File: src/hdl/port_cfg_pkg.sv
/*
 Constants for the general-purpose port configuration registers of
 ports one to four: register addresses, reset values and pin counts.
 Assumes an 8-bit special function register bus with 8-bit addresses.
*/
package port_cfg_pkg;
   // Register addresses on the special function register bus.
   localparam logic [7:0] ADDR_P2_LATCH = 8'hA0;
   localparam logic [7:0] ADDR_P2_OUT_MODE = 8'hA6;
   localparam logic [7:0] ADDR_P3_OUT_MODE = 8'hA7;
   localparam logic [7:0] ADDR_P4_OUT_MODE = 8'hAE;
   localparam logic [7:0] ADDR_P3_LATCH = 8'hB0;
   localparam logic [7:0] ADDR_P4_LATCH = 8'hC7;
   localparam logic [7:0] ADDR_P1_SKIP = 8'hD5;
   localparam logic [7:0] ADDR_P2_SKIP = 8'hD6;
   localparam logic [7:0] ADDR_P3_SKIP = 8'hDF;
   localparam logic [7:0] ADDR_P2_IN_MODE = 8'hF3;
   localparam logic [7:0] ADDR_P3_IN_MODE = 8'hF4;
   localparam logic [7:0] ADDR_P4_IN_MODE = 8'hF5;
   // Bit addresses of latch bits: base plus bit index in low 3 bits.
   localparam logic [4:0] BIT_BASE_P2 = 5'h14;
   localparam logic [4:0] BIT_BASE_P3 = 5'h16;
   // Reset values.
   localparam logic [7:0] RST_LATCH = 8'hFF;
   localparam logic [7:0] RST_IN_MODE = 8'hFF;
   localparam logic [7:0] RST_OUT_MODE = 8'h00;
   localparam logic [7:0] RST_SKIP = 8'h00;
   // Pin presence masks per package size.
   localparam logic [7:0] PINS_ALL = 8'hFF;
   localparam logic [7:0] PINS_P3_SMALL = 8'h01;
   localparam logic [7:0] PINS_NONE = 8'h00;
   localparam logic [7:0] READ_NONE = 8'h00;
endpackage

File: src/hdl/port_pin_config_regs.sv
/*
 Port configuration and data registers for ports one to four.
 Holds latch, input mode, output mode and skip registers, drives the
 pads and answers latch reads with sampled pin levels.
 Assumes a single-cycle special function register bus from the core;
 paging is ignored since every register here sits on all pages.
*/
`timescale 1ns/1ps
module port_pin_config_regs (
   input wire logic clk_in, // System clock, 200 MHz.
   input wire logic rst_b_in, // Synchronous reset, active low.
   input wire logic large_pkg_in, // One for the 48-pin package.
   input wire logic sfr_wr_in, // Byte write strobe.
   input wire logic sfr_rd_in, // Byte read strobe.
   input wire logic [7:0] sfr_addr_in, // Register address.
   input wire logic [7:0] sfr_wdata_in, // Write data.
   input wire logic bit_wr_in, // Single-bit write strobe.
   input wire logic bit_rd_in, // Single-bit read strobe.
   input wire logic [7:0] bit_addr_in, // Bit address.
   input wire logic bit_wdata_in, // Bit write value.
   input wire logic [7:0] p2_pin_in, // Port two pin levels.
   input wire logic [7:0] p3_pin_in, // Port three pin levels.
   input wire logic [7:0] p4_pin_in, // Port four pin levels.
   output logic [7:0] sfr_rdata_out, // Read data.
   output logic sfr_hit_out, // Read address was decoded.
   output logic bit_rdata_out, // Single-bit read data.
   output logic [7:0] p2_pin_out, // Port two drive level.
   output logic [7:0] p2_pin_oe_out, // Port two drive enable.
   output logic [7:0] p2_pullup_out, // Port two pull-up enable.
   output logic [7:0] p3_pin_out, // Port three drive level.
   output logic [7:0] p3_pin_oe_out, // Port three drive enable.
   output logic [7:0] p3_pullup_out, // Port three pull-up enable.
   output logic [7:0] p4_pin_out, // Port four drive level.
   output logic [7:0] p4_pin_oe_out, // Port four drive enable.
   output logic [7:0] p4_pullup_out, // Port four pull-up enable.
   output logic [7:0] p1_skip_out, // Port one crossbar skip.
   output logic [7:0] p2_skip_out, // Port two crossbar skip.
   output logic [7:0] p3_skip_out // Port three crossbar skip.
);
   logic [7:0] port_two_pin_latch; // Port two output latch.
   logic [7:0] port_three_pin_latch; // Port three output latch.
   logic [7:0] port_four_pin_latch; // Port four output latch.
   logic [7:0] port_two_input_mode; // Port two analog or digital.
   logic [7:0] port_three_input_mode; // Port three analog or digital.
   logic [7:0] port_four_input_mode; // Port four analog or digital.
   logic [7:0] port_two_output_mode; // Port two driver type.
   logic [7:0] port_three_output_mode; // Port three driver type.
   logic [7:0] port_four_output_mode; // Port four driver type.
   logic [7:0] port_one_crossbar_skip; // Port one skip bits.
   logic [7:0] port_two_crossbar_skip; // Port two skip bits.
   logic [7:0] port_three_crossbar_skip; // Port three skip bits.
   logic [7:0] p3_present; // Bonded port three pins.
   logic [7:0] p4_present; // Bonded port four pins.
   logic [7:0] p2_sampled; // Synchronised port two pins.
   logic [7:0] p3_sampled; // Synchronised port three pins.
   logic [7:0] p4_sampled; // Synchronised port four pins.
   logic [7:0] p2_view; // Port two pins as software reads them.
   logic [7:0] p3_view; // Port three pins as software reads them.
   logic [7:0] p4_view; // Port four pins as software reads them.
   logic [7:0] next_rdata; // Read data before the output flop.
   logic next_hit; // Decode result before the output flop.
   logic next_bit; // Bit read value before the output flop.
   logic large_pkg_s1; // Strap synchroniser, first stage.
   logic large_pkg; // Strap synchroniser, second stage.

   // Byte write decode shared by every register.
   function automatic logic wr_hit(input logic we, input logic [7:0] a,
                                   input logic [7:0] target);
      return we && (a == target);
   endfunction

   // Merge a single-bit write into a latch when the bit address matches.
   function automatic logic [7:0] bit_merge(input logic [7:0] cur,
         input logic we, input logic [7:0] ba, input logic [4:0] base,
         input logic d);
      logic [7:0] res;
      res = cur;
      if (we && (ba[7:3] == base)) begin
         res[ba[2:0]] = d;
      end
      return res;
   endfunction

   // Package strap passes two flops before it is used.
   always_ff @(posedge clk_in) begin
      if (!rst_b_in) begin
         large_pkg_s1 <= 1'b0;
         large_pkg <= 1'b0;
      end else begin
         large_pkg_s1 <= large_pkg_in;
         large_pkg <= large_pkg_s1;
      end
   end

   // Pin presence per package: on the small package port three has one pin, port four none.
   assign p3_present = large_pkg ? port_cfg_pkg::PINS_ALL
                                 : port_cfg_pkg::PINS_P3_SMALL;
   assign p4_present = large_pkg ? port_cfg_pkg::PINS_ALL
                                 : port_cfg_pkg::PINS_NONE;

   // Output latches, byte or bit written (port four byte only); reset high.
   always_ff @(posedge clk_in) begin
      if (!rst_b_in) begin
         port_two_pin_latch <= port_cfg_pkg::RST_LATCH;
         port_three_pin_latch <= port_cfg_pkg::RST_LATCH;
         port_four_pin_latch <= port_cfg_pkg::RST_LATCH;
      end else begin
         if (wr_hit(sfr_wr_in, sfr_addr_in, port_cfg_pkg::ADDR_P2_LATCH)) begin
            port_two_pin_latch <= sfr_wdata_in;
         end else begin
            port_two_pin_latch <= bit_merge(port_two_pin_latch, bit_wr_in,
               bit_addr_in, port_cfg_pkg::BIT_BASE_P2,
               bit_wdata_in);
         end
         if (wr_hit(sfr_wr_in, sfr_addr_in, port_cfg_pkg::ADDR_P3_LATCH)) begin
            port_three_pin_latch <= sfr_wdata_in;
         end else begin
            port_three_pin_latch <= bit_merge(port_three_pin_latch,
               bit_wr_in, bit_addr_in, port_cfg_pkg::BIT_BASE_P3,
               bit_wdata_in);
         end
         if (wr_hit(sfr_wr_in, sfr_addr_in, port_cfg_pkg::ADDR_P4_LATCH)) begin
            port_four_pin_latch <= sfr_wdata_in;
         end
      end
   end

   // Input mode registers; reset to digital.
   always_ff @(posedge clk_in) begin
      if (!rst_b_in) begin
         port_two_input_mode <= port_cfg_pkg::RST_IN_MODE;
         port_three_input_mode <= port_cfg_pkg::RST_IN_MODE;
         port_four_input_mode <= port_cfg_pkg::RST_IN_MODE;
      end else begin
         if (wr_hit(sfr_wr_in, sfr_addr_in,
                    port_cfg_pkg::ADDR_P2_IN_MODE)) begin
            port_two_input_mode <= sfr_wdata_in;
         end
         if (wr_hit(sfr_wr_in, sfr_addr_in,
                    port_cfg_pkg::ADDR_P3_IN_MODE)) begin
            port_three_input_mode <= sfr_wdata_in;
         end
         if (wr_hit(sfr_wr_in, sfr_addr_in,
                    port_cfg_pkg::ADDR_P4_IN_MODE)) begin
            port_four_input_mode <= sfr_wdata_in;
         end
      end
   end

   // Output mode registers; reset to open-drain.
   always_ff @(posedge clk_in) begin
      if (!rst_b_in) begin
         port_two_output_mode <= port_cfg_pkg::RST_OUT_MODE;
         port_three_output_mode <= port_cfg_pkg::RST_OUT_MODE;
         port_four_output_mode <= port_cfg_pkg::RST_OUT_MODE;
      end else begin
         if (wr_hit(sfr_wr_in, sfr_addr_in,
                    port_cfg_pkg::ADDR_P2_OUT_MODE)) begin
            port_two_output_mode <= sfr_wdata_in;
         end
         if (wr_hit(sfr_wr_in, sfr_addr_in,
                    port_cfg_pkg::ADDR_P3_OUT_MODE)) begin
            port_three_output_mode <= sfr_wdata_in;
         end
         if (wr_hit(sfr_wr_in, sfr_addr_in,
                    port_cfg_pkg::ADDR_P4_OUT_MODE)) begin
            port_four_output_mode <= sfr_wdata_in;
         end
      end
   end

   // Skip registers; reset to not skipped.
   always_ff @(posedge clk_in) begin
      if (!rst_b_in) begin
         port_one_crossbar_skip <= port_cfg_pkg::RST_SKIP;
         port_two_crossbar_skip <= port_cfg_pkg::RST_SKIP;
         port_three_crossbar_skip <= port_cfg_pkg::RST_SKIP;
      end else begin
         if (wr_hit(sfr_wr_in, sfr_addr_in, port_cfg_pkg::ADDR_P1_SKIP)) begin
            port_one_crossbar_skip <= sfr_wdata_in;
         end
         if (wr_hit(sfr_wr_in, sfr_addr_in, port_cfg_pkg::ADDR_P2_SKIP)) begin
            port_two_crossbar_skip <= sfr_wdata_in;
         end
         if (wr_hit(sfr_wr_in, sfr_addr_in, port_cfg_pkg::ADDR_P3_SKIP)) begin
            port_three_crossbar_skip <= sfr_wdata_in;
         end
      end
   end

   // Skip selections go to the crossbar from flops.
   always_ff @(posedge clk_in) begin
      if (!rst_b_in) begin
         p1_skip_out <= port_cfg_pkg::RST_SKIP;
         p2_skip_out <= port_cfg_pkg::RST_SKIP;
         p3_skip_out <= port_cfg_pkg::RST_SKIP;
      end else begin
         p1_skip_out <= port_one_crossbar_skip;
         p2_skip_out <= port_two_crossbar_skip;
         p3_skip_out <= port_three_crossbar_skip;
      end
   end

   // Pad logic for ports two to four; port one has no pad here.
   port_pin_pad pad_two (
      .clk_in(clk_in), .rst_b_in(rst_b_in),
      .latch_in(port_two_pin_latch), .in_mode_in(port_two_input_mode),
      .out_mode_in(port_two_output_mode),
      .present_in(port_cfg_pkg::PINS_ALL), .pin_in(p2_pin_in),
      .pin_out(p2_pin_out), .pin_oe_out(p2_pin_oe_out),
      .pullup_en_out(p2_pullup_out), .sampled_out(p2_sampled)
   );
   port_pin_pad pad_three (
      .clk_in(clk_in), .rst_b_in(rst_b_in),
      .latch_in(port_three_pin_latch),
      .in_mode_in(port_three_input_mode),
      .out_mode_in(port_three_output_mode), .present_in(p3_present),
      .pin_in(p3_pin_in), .pin_out(p3_pin_out),
      .pin_oe_out(p3_pin_oe_out), .pullup_en_out(p3_pullup_out),
      .sampled_out(p3_sampled)
   );
   port_pin_pad pad_four (
      .clk_in(clk_in), .rst_b_in(rst_b_in),
      .latch_in(port_four_pin_latch),
      .in_mode_in(port_four_input_mode),
      .out_mode_in(port_four_output_mode), .present_in(p4_present),
      .pin_in(p4_pin_in), .pin_out(p4_pin_out),
      .pin_oe_out(p4_pin_oe_out), .pullup_en_out(p4_pullup_out),
      .sampled_out(p4_sampled)
   );

   // Receivers of analog or absent pins are off and read as zero.
   assign p2_view = p2_sampled & port_two_input_mode;
   assign p3_view = p3_sampled & port_three_input_mode & p3_present;
   assign p4_view = p4_sampled & port_four_input_mode & p4_present;

   // Read mux: latches return pin levels, receivers off for analog.
   always_comb begin
      next_rdata = port_cfg_pkg::READ_NONE;
      next_hit = 1'b1;
      case (sfr_addr_in)
         port_cfg_pkg::ADDR_P2_LATCH: next_rdata = p2_view;
         port_cfg_pkg::ADDR_P3_LATCH: next_rdata = p3_view;
         port_cfg_pkg::ADDR_P4_LATCH: next_rdata = p4_view;
         port_cfg_pkg::ADDR_P2_IN_MODE: next_rdata = port_two_input_mode;
         port_cfg_pkg::ADDR_P3_IN_MODE: next_rdata = port_three_input_mode;
         port_cfg_pkg::ADDR_P4_IN_MODE: next_rdata = port_four_input_mode;
         port_cfg_pkg::ADDR_P2_OUT_MODE: next_rdata = port_two_output_mode;
         port_cfg_pkg::ADDR_P3_OUT_MODE: next_rdata = port_three_output_mode;
         port_cfg_pkg::ADDR_P4_OUT_MODE: next_rdata = port_four_output_mode;
         port_cfg_pkg::ADDR_P1_SKIP: next_rdata = port_one_crossbar_skip;
         port_cfg_pkg::ADDR_P2_SKIP: next_rdata = port_two_crossbar_skip;
         port_cfg_pkg::ADDR_P3_SKIP: next_rdata = port_three_crossbar_skip;
         default: next_hit = 1'b0;
      endcase
   end

   // Bit read picks one sampled pin of port two or three.
   always_comb begin
      next_bit = 1'b0;
      if (bit_addr_in[7:3] == port_cfg_pkg::BIT_BASE_P2) begin
         next_bit = p2_view[bit_addr_in[2:0]];
      end else if (bit_addr_in[7:3] == port_cfg_pkg::BIT_BASE_P3) begin
         next_bit = p3_view[bit_addr_in[2:0]];
      end
   end

   // Read answers appear one cycle after the strobe and then hold.
   always_ff @(posedge clk_in) begin
      if (!rst_b_in) begin
         sfr_rdata_out <= port_cfg_pkg::READ_NONE;
         sfr_hit_out <= 1'b0;
         bit_rdata_out <= 1'b0;
      end else begin
         if (sfr_rd_in) begin
            sfr_rdata_out <= next_rdata;
            sfr_hit_out <= next_hit;
         end
         if (bit_rd_in) begin
            bit_rdata_out <= next_bit;
         end
      end
   end

   // A byte write of zero to a digital port two latch bit drives low.
   property p_drive_low;
      @(posedge clk_in) disable iff (!rst_b_in)
      (sfr_wr_in && sfr_addr_in == port_cfg_pkg::ADDR_P2_LATCH
       && !sfr_wdata_in[0] && port_two_input_mode[0]
       && !(bit_wr_in)) |=> ##1 (p2_pin_oe_out[0] && !p2_pin_out[0]);
   endproperty
   a_drive_low: assert property (p_drive_low)
      else $error("latch zero did not drive pin low");

   // An open-drain one is released; push-pull one drives high.
   property p_drive_high;
      @(posedge clk_in) disable iff (!rst_b_in)
      (port_two_pin_latch[1] && port_two_input_mode[1])
      |=> (p2_pin_oe_out[1] == $past(port_two_output_mode[1]));
   endproperty
   a_drive_high: assert property (p_drive_high)
      else $error("latch one drive type wrong");

   // Analog pins are neither driven nor pulled up.
   property p_analog_off;
      @(posedge clk_in) disable iff (!rst_b_in)
      !port_two_input_mode[2] |=> (!p2_pin_oe_out[2] && !p2_pullup_out[2]);
   endproperty
   a_analog_off: assert property (p_analog_off)
      else $error("analog pin still has digital circuitry on");

   // Latch read returns the pin level seen three cycles before.
   property p_read_pin;
      @(posedge clk_in) disable iff (!rst_b_in)
      (sfr_rd_in && sfr_addr_in == port_cfg_pkg::ADDR_P2_LATCH
       && port_two_input_mode == port_cfg_pkg::RST_IN_MODE
       && $stable(p2_pin_in) && $past(p2_pin_in) == $past(p2_pin_in, 2))
      |=> (sfr_rdata_out == $past(p2_pin_in));
   endproperty
   a_read_pin: assert property (p_read_pin)
      else $error("latch read did not return pin level");

   // Skip write reaches the crossbar output two edges later.
   property p_skip;
      @(posedge clk_in) disable iff (!rst_b_in)
      (sfr_wr_in && sfr_addr_in == port_cfg_pkg::ADDR_P2_SKIP)
      |=> ##1 (p2_skip_out == $past(sfr_wdata_in, 2));
   endproperty
   a_skip: assert property (p_skip)
      else $error("skip write did not reach crossbar");

   // Absent pins of port three are never driven on the small package.
   property p_p3_small;
      @(posedge clk_in) disable iff (!rst_b_in)
      !large_pkg |=> (p3_pin_oe_out[7:1] == 7'h00);
   endproperty
   a_p3_small: assert property (p_p3_small)
      else $error("absent port three pin driven");

   // Port four is silent on the small package.
   property p_p4_small;
      @(posedge clk_in) disable iff (!rst_b_in)
      !large_pkg |=> (p4_pin_oe_out == 8'h00 && p4_pullup_out == 8'h00);
   endproperty
   a_p4_small: assert property (p_p4_small)
      else $error("port four active on small package");

   // A bit write sets the addressed port three latch bit to the written value.
   property p_bit_write;
      @(posedge clk_in) disable iff (!rst_b_in)
      (bit_wr_in && bit_addr_in[7:3] == port_cfg_pkg::BIT_BASE_P3
       && !(sfr_wr_in && sfr_addr_in == port_cfg_pkg::ADDR_P3_LATCH))
      |=> (port_three_pin_latch[$past(bit_addr_in[2:0])]
           == $past(bit_wdata_in));
   endproperty
   a_bit_write: assert property (p_bit_write)
      else $error("bit write lost");

   // After reset every pin of port two is released and pulled up.
   property p_reset_state;
      @(posedge clk_in)
      !rst_b_in ##1 rst_b_in |=> (p2_pin_oe_out == 8'h00
                                  && p2_pullup_out == 8'hFF);
   endproperty
   a_reset_state: assert property (p_reset_state)
      else $error("pins not digital open-drain high after reset");
endmodule // port_pin_config_regs

File: src/hdl/port_pin_pad.sv
/*
 Pad control and input sampling for one 8-pin port. Works out drive
 enables from latch, mode bits and pin presence, and syncs pin levels.
 Assumes pins come from outside the clock domain.
*/
`timescale 1ns/1ps
module port_pin_pad (
   input wire logic clk_in, // System clock.
   input wire logic rst_b_in, // Synchronous reset, active low.
   input wire logic [7:0] latch_in, // Output latch.
   input wire logic [7:0] in_mode_in, // One means digital.
   input wire logic [7:0] out_mode_in, // One means push-pull.
   input wire logic [7:0] present_in, // Bonded pins.
   input wire logic [7:0] pin_in, // Raw pin levels.
   output logic [7:0] pin_out, // Level driven when enabled.
   output logic [7:0] pin_oe_out, // High while driving the pin.
   output logic [7:0] pullup_en_out, // Weak pull-up enable.
   output logic [7:0] sampled_out // Synchronised pin levels.
);
   logic [7:0] sync_first; // First synchroniser stage only.
   logic [7:0] digital; // Pin is present and digital.

   assign digital = in_mode_in & present_in;

   // Drive low on zero; drive high only when push-pull, else release.
   always_ff @(posedge clk_in) begin
      if (!rst_b_in) begin
         pin_out <= 8'h00;
         pin_oe_out <= 8'h00;
         pullup_en_out <= 8'h00;
      end else begin
         pin_out <= latch_in & digital;
         pin_oe_out <= digital
                       & (~latch_in | out_mode_in);
         pullup_en_out <= digital;
      end
   end

   // Two-stage sync of every pin; analog or absent pins are not masked here.
   always_ff @(posedge clk_in) begin
      if (!rst_b_in) begin
         sync_first <= 8'h00;
         sampled_out <= 8'h00;
      end else begin
         sync_first <= pin_in;
         sampled_out <= sync_first;
      end
   end
endmodule // port_pin_pad

File: config.mk
export PLATFORM = sky130hd
export DESIGN_NAME = port_pin_config_regs
export DESIGN_NICKNAME = d
export VERILOG_FILES = /design/src/hdl/port_cfg_pkg.sv /design/src/hdl/port_pin_config_regs.sv /design/src/hdl/port_pin_pad.sv
export SDC_FILE = /design/constraint.sdc
export NUM_CORES = 1
export LEC_CHECK = 0
export BUFFER_PORTS_ARGS = -buffer_cell sky130_fd_sc_hd__buf_2
export CAP_MARGIN = 30
export CELL_PAD_IN_SITES_DETAIL_PLACEMENT = 0
export CELL_PAD_IN_SITES_GLOBAL_PLACEMENT = 1
export CORE_MARGIN = 5
export CORE_UTILIZATION = 47
export CTS_CLUSTER_SIZE = 28
export DETAILED_ROUTE_END_ITERATION = 8
export PLACE_DENSITY_LB_ADDON = 0.1
export SKIP_CTS_REPAIR_TIMING = 1
export SLEW_MARGIN = 20
export SYNTH_ARGS = -nofsm -noshare
export SYNTH_HDL_FRONTEND = slang
export SYNTH_SLANG_ARGS = --single-unit
File: constraint.sdc
create_clock -name clk_in -period 4 [get_ports clk_in]
set_clock_uncertainty 0.1 [all_clocks]
set_input_delay 1 -clock clk_in [delete_from_list [all_inputs] [get_ports clk_in]]
set_output_delay 1 -clock clk_in [all_outputs]
set_load 0.02 [all_outputs]
==> Word-level counts from Yosys, hierarchy flattened <==
Cells that the tools add are included.
W data, S select, Z words.
{ "totals": {"ff_bits": 252, "in_bits": 56, "output_inout_bits": 106, "wordCells": 106} }
{ "classes": {"magnitude_cmp": 2, "eq_ne": 14, "mux": 18, "n_bitwise": 19, "reduce_logical": 18} }
{ "op_table": {"columns": ["cell", "count"], "rows": [
  ["$and A8 B8 Y8", 13],
  ["$eq A8 B8 Y1 const B", 12],
  ["$pmux W8 S12", 1],
  ["$mux W8", 6],
  ["$not A8 Y8", 3],
  ["$or A8 B8 Y8", 3],
  ["$bwmux W8", 2],
  ["$logic_and A1 B1 Y1", 15],
  ["$reduce_or A12 Y1", 1],
  ["$eq A5 B5 Y1 const B", 2],
  ["$bmux W1 S3", 2],
  ["$mux W1", 6],
  ["$lt A3 B4 Y1 const B", 1],
  ["$reduce_bool A2 Y1", 2],
  ["$demux W1 S3", 1],
  ["$ge A3 B1 Y1 const B", 1]
]} }

==> Longest topological paths before layout <==
{ "logic_depth": {"word_depth": 7, "mapped_depth": 7, "mapped_depth_nobuf": 5} }

==> Hierarchy <==
From an unflattened synthesis, not the netlist that was laid out.
{ "unflattened": {"cells_unflattened": 966, "hier_area_um2": 9620.5} }
{ "modules_own_cells": {"columns": ["module", "n_inst", "cells_per_inst", "area_per_inst_um2", "seq_area_each_um2"], "rows": [
  ["port_pin_config_regs", 1, 696, 6193.4, 2642.5],
  ["port_pin_pad", 3, 90, 1142.3, 800.8]
]} }

==> Worst setup path after synthesis <==
OpenSTA, ideal clock, no wires.
{ "synth_timing": {"path_type": "input to register", "start": "in sfr_addr_in[3]", "end": "reg port_three_input_mode[4]", "setup_ns": 0.129, "arrival_ns": 2.193, "t_required_ns": 3.771, "setup_slack_ns": 1.577, "cell_stages": 7, "n_path_buf": 2, "path_cell_list": "buf_4 and4b_1 nand4b_2 nor3b_2 buf_4 mux2i_1 nand2_1"} }
{ "synth_between": {"elab_chain_len": 2} }
{ "synth_lines": {"columns": ["element", "line", "text"], "rows": [
  ["start: declaration", "port_pin_config_regs.sv:15", "input wire logic [7:0] sfr_addr_in,"],
  ["$eq A8 B8 Y1", "port_pin_config_regs.sv:69", "return we && (a == target);"],
  ["$logic_and A1 B1 Y1", "port_pin_config_regs.sv:69", null],
  ["end signal: assignment", "port_pin_config_regs.sv:132", "port_three_input_mode <= port_cfg_pkg::RST_IN_MODE;"],
  ["end signal: assignment", "port_pin_config_regs.sv:141", "port_three_input_mode <= sfr_wdata_in;"],
  ["end: declaration", "port_pin_config_regs.sv:44", "logic [7:0] port_three_input_mode;"]
]} }
No other way between the ends.
A chain may end at the register's enable or synchronous reset.

==> Worst setup path in the final report <==
{ "layout_timing": {"start": "in sfr_addr_in[2]", "end": "reg port_three_input_mode[6]"} }
The elaborated chain is that of the path after synthesis.

==> impl_metrics.json <==
{
  "cts_buffer_depth": 3,
  "cp.arrival_ps": 2940,
  "min_period_ps": 2640,
  "drc": 0,
  "synth_edf_count": 0,
  "ios": 162,
  "antenna_found_initial": 0,
  "syn_inst": 968,
  "p_comb_frac": 0.053,
  "h-tree-depth": 1,
  "reg2reg_slack_ps": 1920,
  "syn_avg_cell_area_sq_um": 10.2,
  "yosysWarnings": 0,
  "ys_types": 75,
  "outcome": "complete, no violations",
  "antenna_left": 0,
  "ys_ff_latch": 252,
  "track_usage": 0.241,
  "p_leak_nw": 5.10,
  "layout_common_cells": "dfxtp_1 (252), buf_2 (160), and2_1 (101)",
  "syn_area_sq_mm": 0.00984,
  "worstPathMaxFanout": 21,
  "final_common_cell": "dfxtp_1",
  "drive_gt1_frac": 0.224,
  "cp.required_ps": 4300,
  "hold_viol": 0,
  "end_kind": "flop",
  "cts_tree": "done",
  "holdCritPathClass": "reg2reg",
  "num_vias": 7568,
  "clock_latency_ps": 530,
  "path_class": "in2reg",
  "grt_pass1_vias": 7370,
  "ff2ff_path_depth": 6,
  "power_frac_clock": 0.478,
  "period_share": 0.660,
  "grt.overflow.total": 0,
  "power.density_mw_per_mm2": 471,
  "synth_seq_area_share": 0.513,
  "cts_buffers": 26,
  "fmax_mhz": 379,
  "syn_to_final_growth_pct": 18.4,
  "r2r-start": "large_pkg$_SDFF_PN0_",
  "grt_max_degree": 62,
  "maxCapViolCount": 0,
  "worstSetupEndpoint": "port_three_input_mode[6]$_SDFFE_PN1P_",
  "dp_slack_ps": 831,
  "hpwl_mm": 20.6,
  "synthArstFlopShare": 0,
  "final.setup.tns_ps": 0,
  "initial_core_util": 0.472,
  "rsz0062_at_grt": "no",
  "gp_congestion": 0.960,
  "fin_nets": 1152,
  "cts.sinks": 252,
  "die_w_um": 155,
  "whs_ps": 328,
  "die_height_um": 155,
  "r2r_end": "sfr_rdata_out[2]$_SDFFE_PN0P_",
  "place.port_buffers": 161,
  "drv_slew": 0,
  "root_buffer": "clkbuf_16",
  "worst_slack_ps": 1360,
  "startpoint_type": "input pin",
  "p_sw_w": 0.00120,
  "clk_pin_slew_ps": 60,
  "switching_share": 0.218,
  "synth_flop_cell": "dfxtp_1",
  "grt_pass1_wl_mm": 45.1,
  "max_slew.worst_pin.slew_ps": 781,
  "vias_per_cell": 5.44,
  "die-area_sq_mm": 0.0239,
  "power.internal_w": 0.00429,
  "slew-limit-headroom": 0.477,
  "core_sq_mm": 0.0208,
  "ir_drop_uv": 267,
  "seq_power_share": 0.469,
  "rows": 53,
  "finalSetupViolations": 0,
  "wl_mm": 29.3,
  "synth_fp_nets": 1024,
  "critPathLaunch": "sfr_addr_in[2]",
  "drt-initial-drc-count": 580,
  "drtPass1Iterations": 5,
  "wl_per_cell_um": 21.1
}
==> routing by layer <==
layer	track usage	vias up	wire, um
met5	0	-	0
met4	0.0728	0	787
met3	0.0350	55	2190
met2	0.362	314	12800
met1	0.360	3579	13600
li1	-	3620	-
==> cell families after synthesis <==
family | synth area share
xor gates and xnor gates | 0.000890
DFF | 0.513
buffers and inverters | 0.0500
muxes | 0.0907
AOI/OAI and AO/OA | 0.108
and+or+nand+nor | 0.237
==> worst min-delay path by stage <==
stage                                                  start                                  end  cells after the start
final                     pad_three.sync_first[1]$_SDFF_PN0_  pad_three.sampled_out[1]$_SDFF_PN0_                      1
after global routing       pad_four.sync_first[2]$_SDFF_PN0_   pad_four.sampled_out[2]$_SDFF_PN0_                      1
after CTS                            large_pkg_s1$_SDFF_PN0_                 large_pkg$_SDFF_PN0_                      1
after detailed placement    pad_two.sync_first[6]$_SDFF_PN0_    pad_two.sampled_out[6]$_SDFF_PN0_                      1
after global placement     pad_four.sync_first[3]$_SDFF_PN0_   pad_four.sampled_out[3]$_SDFF_PN0_                      1
after floorplan                      large_pkg_s1$_SDFF_PN0_                 large_pkg$_SDFF_PN0_                      1
==> critical path: stages <==
cell      delay, ps
buf_2           360
and4b_1         330
nand4b_2        200
nor3b_2         710
mux2i_1         260
nand2_1          70
==> power groups by stage <==
stage	clock [W]	combinational [W]	sequential (W)
final	0.00262	0.000291	0.00257
after floorplan	0	0.000161	0.00265
after detailed placement	0	0.000287	0.00263
after global placement	0	0.000288	0.00263
after global routing	0.00279	0.000311	0.00257
after CTS	0.00267	0.000289	0.00257
==> cell usage after synthesis (8+ instances only) <==
master | number | area share
inv_1 | 34 | 0.013
nand3_2 | 8 | 0.0081
and3_1 | 33 | 0.021
clkbuf_1 | 34 | 0.013
a21boi_0 | 28 | 0.021
nand3_1 | 41 | 0.021
o21ai_0 | 15 | 0.0076
buf_2 | 19 | 0.0097
and2_1 | 101 | 0.064
nor2_1 | 18 | 0.0069
dfxtp_1 | 252 | 0.51
mux2i_1 | 88 | 0.090
a32oi_1 | 9 | 0.0080
nand2_1 | 66 | 0.025
a21oi_1 | 20 | 0.010
nor2b_1 | 52 | 0.033
==> per-stage QoR <==
stage	cell area, sq um	instances	power (W)	util
global placement	10700	1343	0.00291	0.513
finish	11600	1391	0.00548	0.559
floorplan	9840	968	0.00281	-
CTS	11600	1390	0.00553	0.559
global route	11600	1390	0.00567	0.559
detailed placement	10700	1343	0.00291	0.513
==> area by class of cell <==
cell class / instances / area [sq um]
timing repair buffer: 169 / 868
clock buffer: 38 / 797
clock inverter: 9 / 154
fill: 1908 / 9180
multi-input combinational: 612 / 4300
inverter: 35 / 131
sequential: 252 / 5040
tap: 275 / 344
antenna: 1 / 2.50
(Power assumes the default switching activity.)
